### src/riost_pkg.sv
// Package: constants and types for the rear status and trigger pin logic
package riost_pkg;

    // ------------------------------------------------------------
    // Clock and timing
    // ------------------------------------------------------------
    localparam int unsigned CLK_MHZ = 100;
    localparam int unsigned TRIG_LOW_US = 30;
    // Least time, so round up; 30 us at 100 MHz is exactly 3000 cycles
    localparam int unsigned TRIG_LOW_CYC = (TRIG_LOW_US * CLK_MHZ + 0) < 1 ? 1 :
        (TRIG_LOW_US * CLK_MHZ);
    localparam int unsigned CNT_W = 16;

    // ------------------------------------------------------------
    // Register offsets
    // ------------------------------------------------------------
    localparam logic [3:0] REG_STAT_CFG = 4'h0;
    localparam logic [3:0] REG_TRIG_CFG = 4'h1;
    localparam logic [3:0] REG_PWM_PERIOD = 4'h2;
    localparam logic [3:0] REG_PWM_HIGH = 4'h3;
    localparam logic [3:0] REG_CONTROL = 4'h4;
    localparam logic [3:0] REG_PIN_LEVEL = 4'h5;
    localparam logic [3:0] REG_IRQ_STATUS = 4'h6;
    localparam logic [3:0] REG_IRQ_CLEAR = 4'h7;
    localparam logic [3:0] REG_IRQ_ENABLE = 4'h8;

    // ------------------------------------------------------------
    // Field positions
    // ------------------------------------------------------------
    // Config word: [0] invert, [2:1] function, [4:3] general output source,
    // [5] trigger direction, [7:6] trigger input target
    localparam int unsigned F_INV = 0;
    localparam int unsigned F_FUNC = 1;
    localparam int unsigned F_SRC = 3;
    localparam int unsigned F_DIR = 5;
    localparam int unsigned F_TGT = 6;
    // Control word: [0] meter arm (write 1), [1] sequence source external
    localparam int unsigned F_ARM = 0;
    localparam int unsigned F_SEQ_EXT = 1;
    // Interrupt bits
    localparam int unsigned IRQ_TRIG_IN = 0;
    localparam int unsigned IRQ_TRIG_OUT = 1;
    localparam int unsigned IRQ_W = 2;

    // ------------------------------------------------------------
    // Encodings and reset values
    // ------------------------------------------------------------
    localparam logic [1:0] FUNC_DEFAULT = 2'h0;
    localparam logic [1:0] FUNC_GEN_OUT = 2'h1;
    localparam logic [1:0] FUNC_GEN_IN = 2'h2;
    localparam logic [1:0] SRC_ONE = 2'h0;
    localparam logic [1:0] SRC_ZERO = 2'h1;
    localparam logic [1:0] SRC_PWM = 2'h2;
    localparam logic [1:0] TGT_METER = 2'h0;
    localparam logic [1:0] TGT_DLOG = 2'h1;
    localparam logic [1:0] TGT_SEQ = 2'h2;
    localparam logic [7:0] CFG_RESET = 8'h00;
    localparam logic [CNT_W-1:0] PWM_PERIOD_RESET = 16'h0064;
    localparam logic [CNT_W-1:0] PWM_HIGH_RESET = 16'h0032;

    typedef enum logic [1:0] {RIOST_IDLE, RIOST_LOW, RIOST_HIGH} riost_pulse_e;

endpackage

### src/riost_pins.sv
// Rear status pin and trigger pin logic with register port
//
// Strobed register access and the placing of the registers were chosen for this implementation.
`timescale 1ns/1ps
module riost_pins
    import riost_pkg::*;
(
    input wire logic ref_clk,
    input wire logic reset_n,
    input wire logic [3:0] reg_addr,
    input wire logic [31:0] reg_wdata,
    input wire logic reg_wr,
    input wire logic reg_rd,
    output logic [31:0] reg_rdata,
    input wire logic output_on,
    input wire logic meter_trig,
    input wire logic dlog_trig,
    input wire logic seq_trig,
    input wire logic status_pin_in,
    output logic status_pin_out,
    output logic status_pin_oe,
    input wire logic trig_pin_in,
    output logic trig_pin_out,
    output logic trig_pin_oe,
    output logic meter_start,
    output logic dlog_start,
    output logic seq_start,
    output logic irq
);

    typedef struct packed {
        logic [7:0] stat_cfg;
        logic [7:0] trig_cfg;
        logic [CNT_W-1:0] pwm_period;
        logic [CNT_W-1:0] pwm_high;
        logic meter_armed;
        logic seq_ext;
        logic [1:0] stat_sync;
        logic [1:0] trig_sync;
        logic [CNT_W-1:0] in_cnt;
        logic in_done;
        riost_pulse_e out_state;
        logic [CNT_W-1:0] out_cnt;
        logic trig_drive;
        logic stat_drive;
        logic meter_go;
        logic dlog_go;
        logic seq_go;
        logic [IRQ_W-1:0] irq_stat;
        logic [IRQ_W-1:0] irq_en;
        logic [31:0] rdata;
    } riost_state_s;

    riost_state_s st_r;
    riost_state_s st_nxt;
    logic pwm_level;

    // Logical value to pin level: true is low unless inverted
    function automatic logic to_pin(input logic val, input logic inv);
        return ~val ^ inv;
    endfunction

    // Level picked for a general output source
    function automatic logic gen_src(input logic [1:0] src, input logic pwm);
        if (src == SRC_ONE) begin
            return 1'b1;
        end else if (src == SRC_ZERO) begin
            return 1'b0;
        end
        return pwm;
    endfunction

    riost_pwm u_pwm (
        .ref_clk(ref_clk),
        .reset_n(reset_n),
        .period(st_r.pwm_period),
        .high_len(st_r.pwm_high),
        .pwm_out(pwm_level)
    );

    // ------------------------------------------------------------
    // Next-state logic
    // ------------------------------------------------------------
    always_comb begin
        logic trig_active;
        logic any_trig;
        logic [1:0] sfunc;
        logic [1:0] tfunc;
        logic trig_in_mode;
        logic [IRQ_W-1:0] ev;
        trig_active = 1'b0;
        any_trig = 1'b0;
        sfunc = st_r.stat_cfg[F_FUNC +: 2];
        tfunc = st_r.trig_cfg[F_FUNC +: 2];
        trig_in_mode = 1'b0;
        ev = '0;
        st_nxt = st_r;
        st_nxt.meter_go = 1'b0;
        st_nxt.dlog_go = 1'b0;
        st_nxt.seq_go = 1'b0;
        st_nxt.rdata = 32'h0000_0000;

        // Both pin inputs pass two flip-flops before use
        st_nxt.stat_sync = {st_r.stat_sync[0], status_pin_in};
        st_nxt.trig_sync = {st_r.trig_sync[0], trig_pin_in};

        // Status pin drive level
        if (sfunc == FUNC_DEFAULT) begin
            st_nxt.stat_drive = to_pin(output_on, st_r.stat_cfg[F_INV]);
        end else begin
            st_nxt.stat_drive = to_pin(gen_src(st_r.stat_cfg[F_SRC +: 2], pwm_level),
                st_r.stat_cfg[F_INV]);
        end

        // Trigger output pulse: low phase held for the full count
        any_trig = meter_trig | dlog_trig | seq_trig;
        case (st_r.out_state)
            RIOST_IDLE: begin
                if (any_trig && tfunc == FUNC_DEFAULT && !st_r.trig_cfg[F_DIR]) begin
                    st_nxt.out_state = RIOST_LOW;
                    st_nxt.out_cnt = '0;
                    ev[IRQ_TRIG_OUT] = 1'b1;
                end
            end
            RIOST_LOW: begin
                trig_active = 1'b1;
                if (st_r.out_cnt == CNT_W'(TRIG_LOW_CYC - 1)) begin
                    st_nxt.out_state = RIOST_HIGH;
                    st_nxt.out_cnt = '0;
                end else begin
                    st_nxt.out_cnt = st_r.out_cnt + 16'h0001;
                end
            end
            RIOST_HIGH: begin
                // Idle phase of equal length keeps pulses distinct
                if (st_r.out_cnt == CNT_W'(TRIG_LOW_CYC - 1)) begin
                    st_nxt.out_state = RIOST_IDLE;
                end else begin
                    st_nxt.out_cnt = st_r.out_cnt + 16'h0001;
                end
            end
            default: begin
                st_nxt.out_state = RIOST_IDLE;
            end
        endcase

        // Trigger pin drive level
        if (tfunc == FUNC_DEFAULT) begin
            // Idle level is high, active phase low unless inverted
            st_nxt.trig_drive = ~trig_active ^ st_r.trig_cfg[F_INV];
        end else begin
            st_nxt.trig_drive = to_pin(gen_src(st_r.trig_cfg[F_SRC +: 2], pwm_level),
                st_r.trig_cfg[F_INV]);
        end

        // Input qualifier: active phase of at least the minimum width
        trig_in_mode = (tfunc == FUNC_DEFAULT) && st_r.trig_cfg[F_DIR];
        if (trig_in_mode && (~st_r.trig_sync[1] ^ st_r.trig_cfg[F_INV])) begin
            if (st_r.in_cnt != CNT_W'(TRIG_LOW_CYC - 1)) begin
                st_nxt.in_cnt = st_r.in_cnt + 16'h0001;
            end else if (!st_r.in_done) begin
                st_nxt.in_done = 1'b1; // One event per pulse
                ev[IRQ_TRIG_IN] = 1'b1;
                case (st_r.trig_cfg[F_TGT +: 2])
                    TGT_METER: begin
                        st_nxt.meter_go = st_r.meter_armed;
                        st_nxt.meter_armed = 1'b0;
                    end
                    TGT_DLOG: begin
                        st_nxt.dlog_go = 1'b1;
                    end
                    TGT_SEQ: begin
                        st_nxt.seq_go = st_r.seq_ext;
                    end
                    default: begin
                    end
                endcase
            end
        end else begin
            st_nxt.in_cnt = '0;
            st_nxt.in_done = 1'b0;
        end

        // Register writes
        if (reg_wr) begin
            if (reg_addr == REG_STAT_CFG) begin
                st_nxt.stat_cfg = reg_wdata[7:0];
            end else if (reg_addr == REG_TRIG_CFG) begin
                st_nxt.trig_cfg = reg_wdata[7:0];
            end else if (reg_addr == REG_PWM_PERIOD) begin
                st_nxt.pwm_period = reg_wdata[CNT_W-1:0];
            end else if (reg_addr == REG_PWM_HIGH) begin
                st_nxt.pwm_high = reg_wdata[CNT_W-1:0];
            end else if (reg_addr == REG_CONTROL) begin
                if (reg_wdata[F_ARM]) begin
                    st_nxt.meter_armed = 1'b1;
                end
                st_nxt.seq_ext = reg_wdata[F_SEQ_EXT];
            end else if (reg_addr == REG_IRQ_CLEAR) begin
                st_nxt.irq_stat = st_r.irq_stat & ~reg_wdata[IRQ_W-1:0];
            end else if (reg_addr == REG_IRQ_ENABLE) begin
                st_nxt.irq_en = reg_wdata[IRQ_W-1:0];
            end
        end
        // Set wins over a clear in the same cycle
        st_nxt.irq_stat = st_nxt.irq_stat | ev;

        // Register reads, answered one cycle later; unmapped reads zero
        if (reg_rd) begin
            if (reg_addr == REG_STAT_CFG) begin
                st_nxt.rdata = {24'h000000, st_r.stat_cfg};
            end else if (reg_addr == REG_TRIG_CFG) begin
                st_nxt.rdata = {24'h000000, st_r.trig_cfg};
            end else if (reg_addr == REG_PWM_PERIOD) begin
                st_nxt.rdata = {16'h0000, st_r.pwm_period};
            end else if (reg_addr == REG_PWM_HIGH) begin
                st_nxt.rdata = {16'h0000, st_r.pwm_high};
            end else if (reg_addr == REG_CONTROL) begin
                st_nxt.rdata = {30'h0, st_r.seq_ext, st_r.meter_armed};
            end else if (reg_addr == REG_PIN_LEVEL) begin
                // Logical values seen on the pins, inversion applied
                st_nxt.rdata = {30'h0,
                    ~st_r.trig_sync[1] ^ st_r.trig_cfg[F_INV],
                    ~st_r.stat_sync[1] ^ st_r.stat_cfg[F_INV]};
            end else if (reg_addr == REG_IRQ_STATUS) begin
                st_nxt.rdata = {30'h0, st_r.irq_stat};
            end else if (reg_addr == REG_IRQ_ENABLE) begin
                st_nxt.rdata = {30'h0, st_r.irq_en};
            end
        end
    end

    // ------------------------------------------------------------
    // State register; reset restores default functions
    // ------------------------------------------------------------
    always_ff @(posedge ref_clk) begin
        if (!reset_n) begin
            st_r <= '0;
            st_r.stat_cfg <= CFG_RESET;
            st_r.trig_cfg <= CFG_RESET;
            st_r.pwm_period <= PWM_PERIOD_RESET;
            st_r.pwm_high <= PWM_HIGH_RESET;
            st_r.stat_sync <= 2'h3;
            st_r.trig_sync <= 2'h3;
            st_r.stat_drive <= 1'b1;
            st_r.trig_drive <= 1'b1;
            st_r.out_state <= RIOST_IDLE;
        end else begin
            st_r <= st_nxt;
        end
    end

    // ------------------------------------------------------------
    // Outputs
    // ------------------------------------------------------------
    assign reg_rdata = st_r.rdata;
    assign status_pin_out = st_r.stat_drive;
    // Status pin drives unless set to general input; trigger pin drives only as general output or trigger output
    assign status_pin_oe = (st_r.stat_cfg[F_FUNC +: 2] != FUNC_GEN_IN);
    assign trig_pin_oe = (st_r.trig_cfg[F_FUNC +: 2] == FUNC_GEN_OUT) ||
        ((st_r.trig_cfg[F_FUNC +: 2] == FUNC_DEFAULT) && !st_r.trig_cfg[F_DIR]);
    assign trig_pin_out = st_r.trig_drive;
    assign meter_start = st_r.meter_go;
    assign dlog_start = st_r.dlog_go;
    assign seq_start = st_r.seq_go;
    assign irq = |(st_r.irq_stat & st_r.irq_en);

    // ------------------------------------------------------------
    // Assertions
    // ------------------------------------------------------------
    a_status_default_level: assert property (@(posedge ref_clk) disable iff (!reset_n)
        (st_r.stat_cfg == 8'h00) && $stable(st_r.stat_cfg) |=> status_pin_out == !$past(output_on))
        else $error("status pin level wrong in default mode");
    a_status_inverted: assert property (@(posedge ref_clk) disable iff (!reset_n)
        (st_r.stat_cfg == 8'h01) && $stable(st_r.stat_cfg) |=> status_pin_out == $past(output_on))
        else $error("inverted status pin level wrong");
    a_gen_true_low: assert property (@(posedge ref_clk) disable iff (!reset_n)
        (st_r.trig_cfg == 8'h02) && $stable(st_r.trig_cfg) |=> trig_pin_out == 1'b0)
        else $error("general true not driven low");
    a_gen_false_high: assert property (@(posedge ref_clk) disable iff (!reset_n)
        (st_r.trig_cfg == 8'h0a) && $stable(st_r.trig_cfg) |=> trig_pin_out == 1'b1)
        else $error("general false not driven high");
    a_trig_out_low: assert property (@(posedge ref_clk) disable iff (!reset_n)
        $rose(st_r.out_state == RIOST_LOW) |=> (st_r.out_state == RIOST_LOW) [*8])
        else $error("trigger out low phase too short");
    a_meter_needs_arm: assert property (@(posedge ref_clk) disable iff (!reset_n)
        meter_start |-> $past(st_r.meter_armed))
        else $error("meter started without arm");
    a_seq_needs_ext: assert property (@(posedge ref_clk) disable iff (!reset_n)
        seq_start |-> $past(st_r.seq_ext))
        else $error("sequence started without external source");
    a_start_single: assert property (@(posedge ref_clk) disable iff (!reset_n)
        dlog_start |=> !dlog_start)
        else $error("trigger input raised more than one event");
    a_start_qualified: assert property (@(posedge ref_clk) disable iff (!reset_n)
        dlog_start |-> $past(st_r.in_cnt) == CNT_W'(TRIG_LOW_CYC - 1))
        else $error("trigger accepted before minimum width");

endmodule

### src/riost_pwm.sv
// PWM source: period and active-phase length in clock cycles
`timescale 1ns/1ps
module riost_pwm
    import riost_pkg::*;
(
    input wire logic ref_clk,
    input wire logic reset_n,
    input wire logic [CNT_W-1:0] period,
    input wire logic [CNT_W-1:0] high_len,
    output logic pwm_out
);

    typedef struct packed {
        logic [CNT_W-1:0] cnt;
        logic out;
    } riost_pwm_s;

    riost_pwm_s st_r;
    riost_pwm_s st_nxt;

    // ------------------------------------------------------------
    // Counter wraps at period; output true while below high length
    // ------------------------------------------------------------
    always_comb begin
        st_nxt = st_r;
        if (st_r.cnt + 16'h0001 >= period) begin
            st_nxt.cnt = '0;
        end else begin
            st_nxt.cnt = st_r.cnt + 16'h0001;
        end
        st_nxt.out = (st_nxt.cnt < high_len);
    end

    // State register
    always_ff @(posedge ref_clk) begin
        if (!reset_n) begin
            st_r <= '0;
        end else begin
            st_r <= st_nxt;
        end
    end

    assign pwm_out = st_r.out;

endmodule

### config.mk
export PLATFORM = sky130hd
export DESIGN_NAME = riost_pins
export DESIGN_NICKNAME = d
export VERILOG_FILES = /design/src/riost_pkg.sv /design/src/riost_pins.sv /design/src/riost_pwm.sv
export SDC_FILE = /design/constraint.sdc
export NUM_CORES = 1
export LEC_CHECK = 0
export BUFFER_PORTS_ARGS = -buffer_cell sky130_fd_sc_hd__buf_2
export CORE_AREA = 2 2 119 121
export CTS_BUF_LIST = sky130_fd_sc_hd__clkbuf_4 sky130_fd_sc_hd__clkbuf_8
export DETAILED_ROUTE_END_ITERATION = 12
export DIE_AREA = 0 0 121 123
export GPL_TIMING_DRIVEN = 0
export PLACE_DENSITY = 0.7
export SLEW_MARGIN = 20
export SYNTH_ARGS = -nofsm -noshare
export SYNTH_HDL_FRONTEND = slang
export SYNTH_SLANG_ARGS = --single-unit
export TNS_END_PERCENT = 10
### constraint.sdc
create_clock -name ref_clk -period 11.1 [get_ports ref_clk]
set_input_delay 1.11 -clock ref_clk [delete_from_list [all_inputs] [get_ports ref_clk]]
set_output_delay 1.11 -clock ref_clk [all_outputs]
set_load 0.1 [all_outputs]
==> results of run 1 <==
final cells by class:
cell class	count	area, sq um
inverter	61	229
multi-input combinational	572	3550
clock buffer	20	269
timing repair buffer	53	265
sequential	131	2620
fill	1259	5940
tap	180	225
clock inverter	12	155
buffer	61	355
per-layer routing:
metal	track usage	wire (microns)	share of wire	vias to the layer above
met4	0.0865	292	0.019	2
li1	-	-	-	2897
met3	0.0517	1060	0.068	30
met2	0.330	6880	0.45	175
met5	0	13	0.00084	-
met1	0.291	7200	0.47	2597
sequential cells by signal, indices dropped and copies added (netlist names):
| name | count |
|---|---|
| dlog_start | 1 |
| st_nxt | 2 |
| trig_pin_out | 1 |
| meter_start | 1 |
| st_r | 91 |
| reg_rdata | 16 |
| u_pwm.pwm_out | 1 |
| status_pin_out | 1 |
| u_pwm.st_r | 16 |
| seq_start | 1 |
cells in the final DEF, fill, tap and decap left out, types with 9 or more instances in the layout:
master and n:
inv_1 60, clkbuf_1 20, nor2b_1 11, nor3_1 9
o21ai_0 16, mux2i_1 21, nand3_1 43, xor2_1 14
conb_1 16, nand4_1 15, nand2_1 106, buf_4 32
clkbuf_8 19, a21oi_1 61, nor2_1 96, ha_1 37
dfxtp_1 131, buf_2 58, xnor2_1 28
stage by stage:
stage,std cells,util,setup WS [ns],hold WS (ns),power [mW]
after floorplan,825,-,6.64,0.386,0.645
after global placement,1058,0.532,5.95,0.398,0.686
after detailed placement,1058,0.532,5.94,0.405,0.688
after CTS,1090,0.563,5.91,0.423,1.11
after global routing,1090,0.563,5.48,0.435,1.15
final,1090,0.563,5.95,0.416,1.10
cell usage after synthesis, types with 7 or more instances:
cell,n
nand2_1,106
nor3_1,10
dfxtp_1,131
o211ai_1,7
a21oi_1,61
nand3_1,43
mux2i_1,21
inv_1,60
xnor2_1,28
or3_1,8
clkbuf_1,20
o21ai_0,16
nand4_1,15
nor2_1,96
ha_1,37
buf_4,32
nand2b_1,7
xor2_1,14
nor2b_1,11
a211oi_1,8
where the power goes:
part	internal (mW)	leakage, nW	switching (mW)
combinational	0.0568	1.89	0.129
clock	0.236	0.201	0.188
sequential	0.482	1.06	0.00918
total	0.775	3.15	0.326
critical path, stage by stage (launching register included):
cell      delay, ns
dfxtp_1        0.43
ha_1           0.25
inv_1          0.07
or4_1          0.59
nor2_1         0.16
xnor2_1        0.20
inv_1          0.08
ha_1           0.32
nand4_1        0.13
nor3_1         0.32
o311ai_0       0.24
nand3_1        0.27
clkbuf_1       0.39
nor2_1         0.08
ha_1           0.31
nand3_1        0.10
or3_1          0.42
or4_1          0.52
o21a_1         0.18
cells by family after synthesis:
logic type	synth area share
AND/OR/NAND/NOR	0.224
flip-flops	0.392
AO/OA/AOI/OAI	0.118
buffers and inverters	0.0873
XOR/XNOR	0.0550
adder cells (fa/ha/maj)	0.0692
multiplexers	0.0533
other	0.000560
worst min-delay path by stage:
stage | cells after the start | slack (ns) | end | from
finish | 1 | 0.42 | st_r[77] | st_nxt[77]
global route | 1 | 0.43 | st_r[77] | st_nxt[77]
CTS | 1 | 0.42 | st_r[77] | st_nxt[77]
detailed placement | 1 | 0.41 | st_r[77] | st_nxt[77]
global placement | 1 | 0.40 | st_r[77] | st_nxt[77]
floorplan | 1 | 0.39 | st_r[77] | st_nxt[77]
==> flow_metrics.py, run 1 <==
metrics = {
    "run_status": {
        "status": "finished clean",
    },
    "worst_setup_path": {
        "r2r-end": "u_pwm.pwm_out",
        "ff2ff_path_depth": 18,
        "worst_ep_required_time_ns": 11.44,
        "path_max_fanout": 10,
        "cp.arrival_ns": 5.49,
        "critPathKind": "reg -> reg",
        "endpoint": "u_pwm.pwm_out",
        "startpoint": "u_pwm.st_r[1]",
        "startpoint_type": "flip-flop",
        "r2r_start": "u_pwm.st_r[1]",
        "critPathCaptureType": "flip-flop",
        "rrSetupSlack_ns": 5.95,
    },
    "global_route": {
        "grt_overflow": 0,
        "grt_use_total": 0.215,
        "antenna_found_initial": 1,
        "grt_pass1_wl_mm": 25.0,
        "grt_pass1_vias": 5133,
        "grt_max_degree": 17,
    },
    "clocking": {
        "cts_root_buffer": "clkbuf_8",
        "clk_pin_slew_ns": 0.07,
        "postCtsHoldBufs": 0,
        "cts_sinks": 131,
        "cts_tree": "done",
        "cts_buffer_depth": 2,
        "cts_repair_resize_count": 0,
        "cts-htree-levels": 4,
        "clock_latency_ns": 0.44,
        "post_cts_buffers": 0,
        "numCtsBuffers": 17,
    },
    "logic_synthesis": {
        "synth_edf_count": 0,
        "yosys_most_used_dff": "dfxtp_1",
        "yosysWarnings": 0,
        "syn_avg_cell_area_sq_um": 8.26,
        "synth_area_leaders": "dfxtp_1, ha_1, nand2_1, nor2_1, a21oi_1",
        "syn_area_sq_um": 6690,
        "synth-seq-cells": 131,
        "synthArstFlopShare": 0,
        "ys_seq_area_frac": 0.392,
        "synth.distinct_cells": 54,
        "synth_top_area_frac": 0.392,
        "syn_inst": 810,
        "yosys.area.top_type": "dfxtp_1",
    },
    "timing": {
        "setup_viol": 0,
        "relSlewSlack": 0.445,
        "rsz0062_at_grt": "no",
        "finalClockSkew_ns": 0.0107,
        "fmax_ghz": 0.194,
        "finalHoldViolCount": 0,
        "slew_viol_final": 0,
        "min_period_ns": 5.15,
        "fin_setup_tns_ns": 0,
        "min_period_over_period": 0.464,
        "worstMarginPinSlew_ns": 0.827,
    },
    "route": {
        "drt_pre_antenna_iters": 5,
        "ant_nets": 0,
        "via_per_inst": 5.23,
        "drtIter0Drc": 394,
        "num_vias": 5701,
        "drc": 0,
        "routed_wirelength_mm": 15.4,
        "wl_per_cell_microns": 14.2,
    },
    "placement": {
        "dpl_cell_area_sq_um": 7240,
        "port_buffers": 53,
        "dp_hpwl_mm": 11.6,
        "globalplace.congestion": 0.890,
    },
    "cells_and_area": {
        "syn_to_final_growth_pct": 14.6,
        "drive_above_1_share": 0.148,
        "nets": 980,
        "fin_area_sq_um": 7670,
        "n_antenna_cell": 0,
    },
    "worst_hold_path": {
        "hp-class": "reg -> reg",
    },
    "floorplan": {
        "die_w_microns": 121,
        "die_h_microns": 123,
        "core.rowCount": 43,
        "core-area_sq_um": 13600,
        "top_level_ports": 86,
        "start_util": 0.492,
        "die-area_sq_um": 14900,
    },
    "power": {
        "p_leak_nw": 3.15,
        "peakVddDrop_v": 0.0000701,
        "power_density_nw_per_um2": 144,
    },
    "job": {
        "cap_violations": 0,
    },
}
Power figures use the tool's default switching activity.
==> inputs of run 2 (changes only) <==
--- a/config.mk
+++ b/config.mk
@@ -11,7 +11,7 @@
 export DETAILED_ROUTE_END_ITERATION = 12
 export DIE_AREA = 0 0 121 123
 export GPL_TIMING_DRIVEN = 0
-export PLACE_DENSITY = 0.7
+export PLACE_DENSITY = 0.72
 export SLEW_MARGIN = 20
 export SYNTH_ARGS = -nofsm -noshare
 export SYNTH_HDL_FRONTEND = slang
==> constraint.sdc (replaced) <==
create_clock -name ref_clk -period 4.3 [get_ports ref_clk]
set_input_delay 0.43 -clock ref_clk [delete_from_list [all_inputs] [get_ports ref_clk]]
set_output_delay 0.43 -clock ref_clk [all_outputs]
set_load 0.1 [all_outputs]
==> run 2 against run 1 <==
- the run now ends with negative setup slack left
- critical path depth shrank 1
- count of clock-buffer cells in the layout grew 5
- core utilization grew 2.5 points
- non-clock buffer count grew 13
- clock skew grew 0.0015 ns
- sequential power grew to 2.6 times the previous value
- critical endpoint unchanged
- largest cell class unchanged
==> flow_metrics.py, run 2 (same netlist as run 1, synthesis figures left out) <==
metrics = {
    "floorplan": {
        "start_util": 0.492,
        "core-area_sq_um": 13600,
        "die_w_microns": 121,
        "die_h_microns": 123,
        "die-area_sq_um": 14900,
        "top_level_ports": 86,
        "core.rowCount": 43,
    },
    "worst_hold_path": {
        "hp-class": "in -> reg",
    },
    "route": {
        "drtIter0Drc": 428,
        "via_per_inst": 5.31,
        "drc": 0,
        "wl_per_cell_microns": 14.6,
        "routed_wirelength_mm": 16.1,
        "drt_pre_antenna_iters": 5,
        "num_vias": 5844,
        "ant_nets": 0,
    },
    "clocking": {
        "numCtsBuffers": 17,
        "cts_tree": "done",
        "cts_sinks": 131,
        "postCtsHoldBufs": 0,
        "cts_root_buffer": "clkbuf_8",
        "cts_buffer_depth": 2,
        "cts-htree-levels": 4,
        "clock_latency_ns": 0.47,
        "clk_pin_slew_ns": 0.07,
    },
    "placement": {
        "port_buffers": 53,
        "place_ws_ns": -0.567,
        "dp_hpwl_mm": 11.7,
        "globalplace.congestion": 0.876,
        "dp.cells": 1058,
    },
    "timing": {
        "slew_viol_final": 0,
        "rsz0062_at_grt": "yes",
        "worstMarginPinSlew_ns": 0.874,
        "setup_ws_ns": -0.152,
        "min_period_over_period": 1.04,
        "setup_viol": 1,
        "finalClockSkew_ns": 0.0121,
        "min_period_ns": 4.45,
        "relSlewSlack": 0.414,
        "fmax_ghz": 0.225,
        "finalHoldViolCount": 0,
    },
    "worst_setup_path": {
        "path_max_fanout": 4,
        "startpoint_type": "flip-flop",
        "cp.arrival_ns": 4.81,
        "slowest_delay_ns": 0.63,
        "rrSetupSlack_ns": -0.15,
        "worst_ep_required_time_ns": 4.66,
        "critPathCaptureType": "flip-flop",
        "cp.buffers_inverters": 2,
        "crit_path_top_delay_cell": "or4_4",
        "critPathKind": "reg -> reg",
        "path_delay_family": "simple AND/OR/NAND/NOR gates",
        "crit_chain": "nand4_1, or4_4, nor2_4, xnor2_4, inv_2, ha_4, nand4_1, nor3_2, o311ai_2, nand3_2, clkbuf_16, nor2_4, ha_4, nand3_2, or3_4, or4_4, o21a_1",
    },
    "cells_and_area": {
        "layout_commonest_cell": "dfxtp_1",
        "largest_reg_flops": 91,
        "regMostFlops": "st_r",
        "n_antenna_cell": 0,
        "post-route-util": 0.588,
        "instances_no_fill": 1101,
        "syn_to_final_growth_pct": 19.7,
        "layout_common_cells": "dfxtp_1, nand2_1, nor2_1",
        "nets": 993,
        "drive_above_1_share": 0.198,
    },
    "global_route": {
        "grt_pass1_wl_mm": 25.6,
        "grt_use_total": 0.220,
        "antenna_found_initial": 1,
        "grt_max_degree": 17,
        "grt_pass1_vias": 5280,
        "grt_overflow": 0,
    },
    "run_status": {
        "failed_checks": "negative setup slack",
        "status": "finished with violations",
    },
    "job": {
        "cap_violations": 0,
    },
    "power": {
        "p_leak_nw": 3.28,
        "peakVddDrop_v": 0.000216,
        "power.switching_mw": 0.813,
        "internal_power_mw": 1.99,
        "power_density_nw_per_um2": 350,
        "seqPwrFrac": 0.452,
        "power_frac_comb": 0.175,
        "p_sw_frac": 0.290,
        "power_frac_clock": 0.372,
    },
}
run 2: cell count changes in the layout (fill, tap and decap cells not counted), moves of 5 or more:
cell,previous run,this run
buf_4,32,44
nor2_1,96,89
dfxtp_1,131,125
ha_1,37,31
ha_4,0,6
nor2_4,0,6
clkinvlp_4,5,0
run 2: power by group through the flow:
stage	sequential [mW]	clock (mW)	combinational, mW
detailed placement	1.30	0	0.478
global placement	1.29	0	0.473
finish	1.27	1.04	0.491
CTS	1.27	1.06	0.483
floorplan	1.31	0	0.355
global route	1.27	1.11	0.532
run 2: path summary, 6_finish.rpt:
kind | start | end | cells after the start
worst max-delay path | u_pwm.st_r[6] | u_pwm.pwm_out | 17
worst min-delay path | status_pin_in | st_nxt[79] | 2
worst max register to register | u_pwm.st_r[6] | u_pwm.pwm_out | 17
worst min register to register | st_nxt[77] | st_r[77] | 1
run 2: worst reg2reg max path: stages (launching register included):
cell	delay (ns)
dfxtp_2	0.34
nand4_1	0.22
or4_4	0.63
nor2_4	0.16
xnor2_4	0.15
inv_2	0.07
ha_4	0.27
nand4_1	0.17
nor3_2	0.36
o311ai_2	0.20
nand3_2	0.16
clkbuf_16	0.17
nor2_4	0.04
ha_4	0.28
nand3_2	0.06
or3_4	0.39
or4_4	0.48
o21a_1	0.20
run 2: layout make-up:
class / count / area, sq um
Sequential cell: 131 / 2640
Inverter: 61 / 229
Multi-Input combinational cell: 572 / 3770
Clock buffer: 25 / 319
Timing Repair Buffer: 66 / 380
Fill cell: 1190 / 5610
Tap cell: 180 / 225
Buffer: 61 / 367
Clock inverter: 5 / 75.1
run 2: metal layers:
| metal | part of all wire | GRT usage | up-vias |
|---|---|---|---|
| met2 | 0.46 | 0.340 | 180 |
| met3 | 0.058 | 0.0489 | 29 |
| met4 | 0.023 | 0.0967 | 2 |
| met5 | 0.00043 | 0 | - |
| met1 | 0.46 | 0.296 | 2711 |
| li1 | - | - | 2922 |
run 2: what timing repair did:
action / in CTS / in global routing
setup endpoints to repair: 1 / 1
cloned: 0 / 1
pin swaps: 5 / 24
gates resized for setup: 19 / 30
buffers inserted: 4 / 8
run 2: per-stage QoR:
step	setup TNS (ns)	hold slack [ns]	instance area (sq um)	power, mW
final	-0.152	0.144	8010	2.80
after global routing	-0.274	0.140	8010	2.91
after CTS	0	0.130	7770	2.81
after detailed placement	-0.567	0.396	7250	1.77
after global placement	-0.550	0.389	7250	1.77
after floorplan	0	0.386	6760	1.67
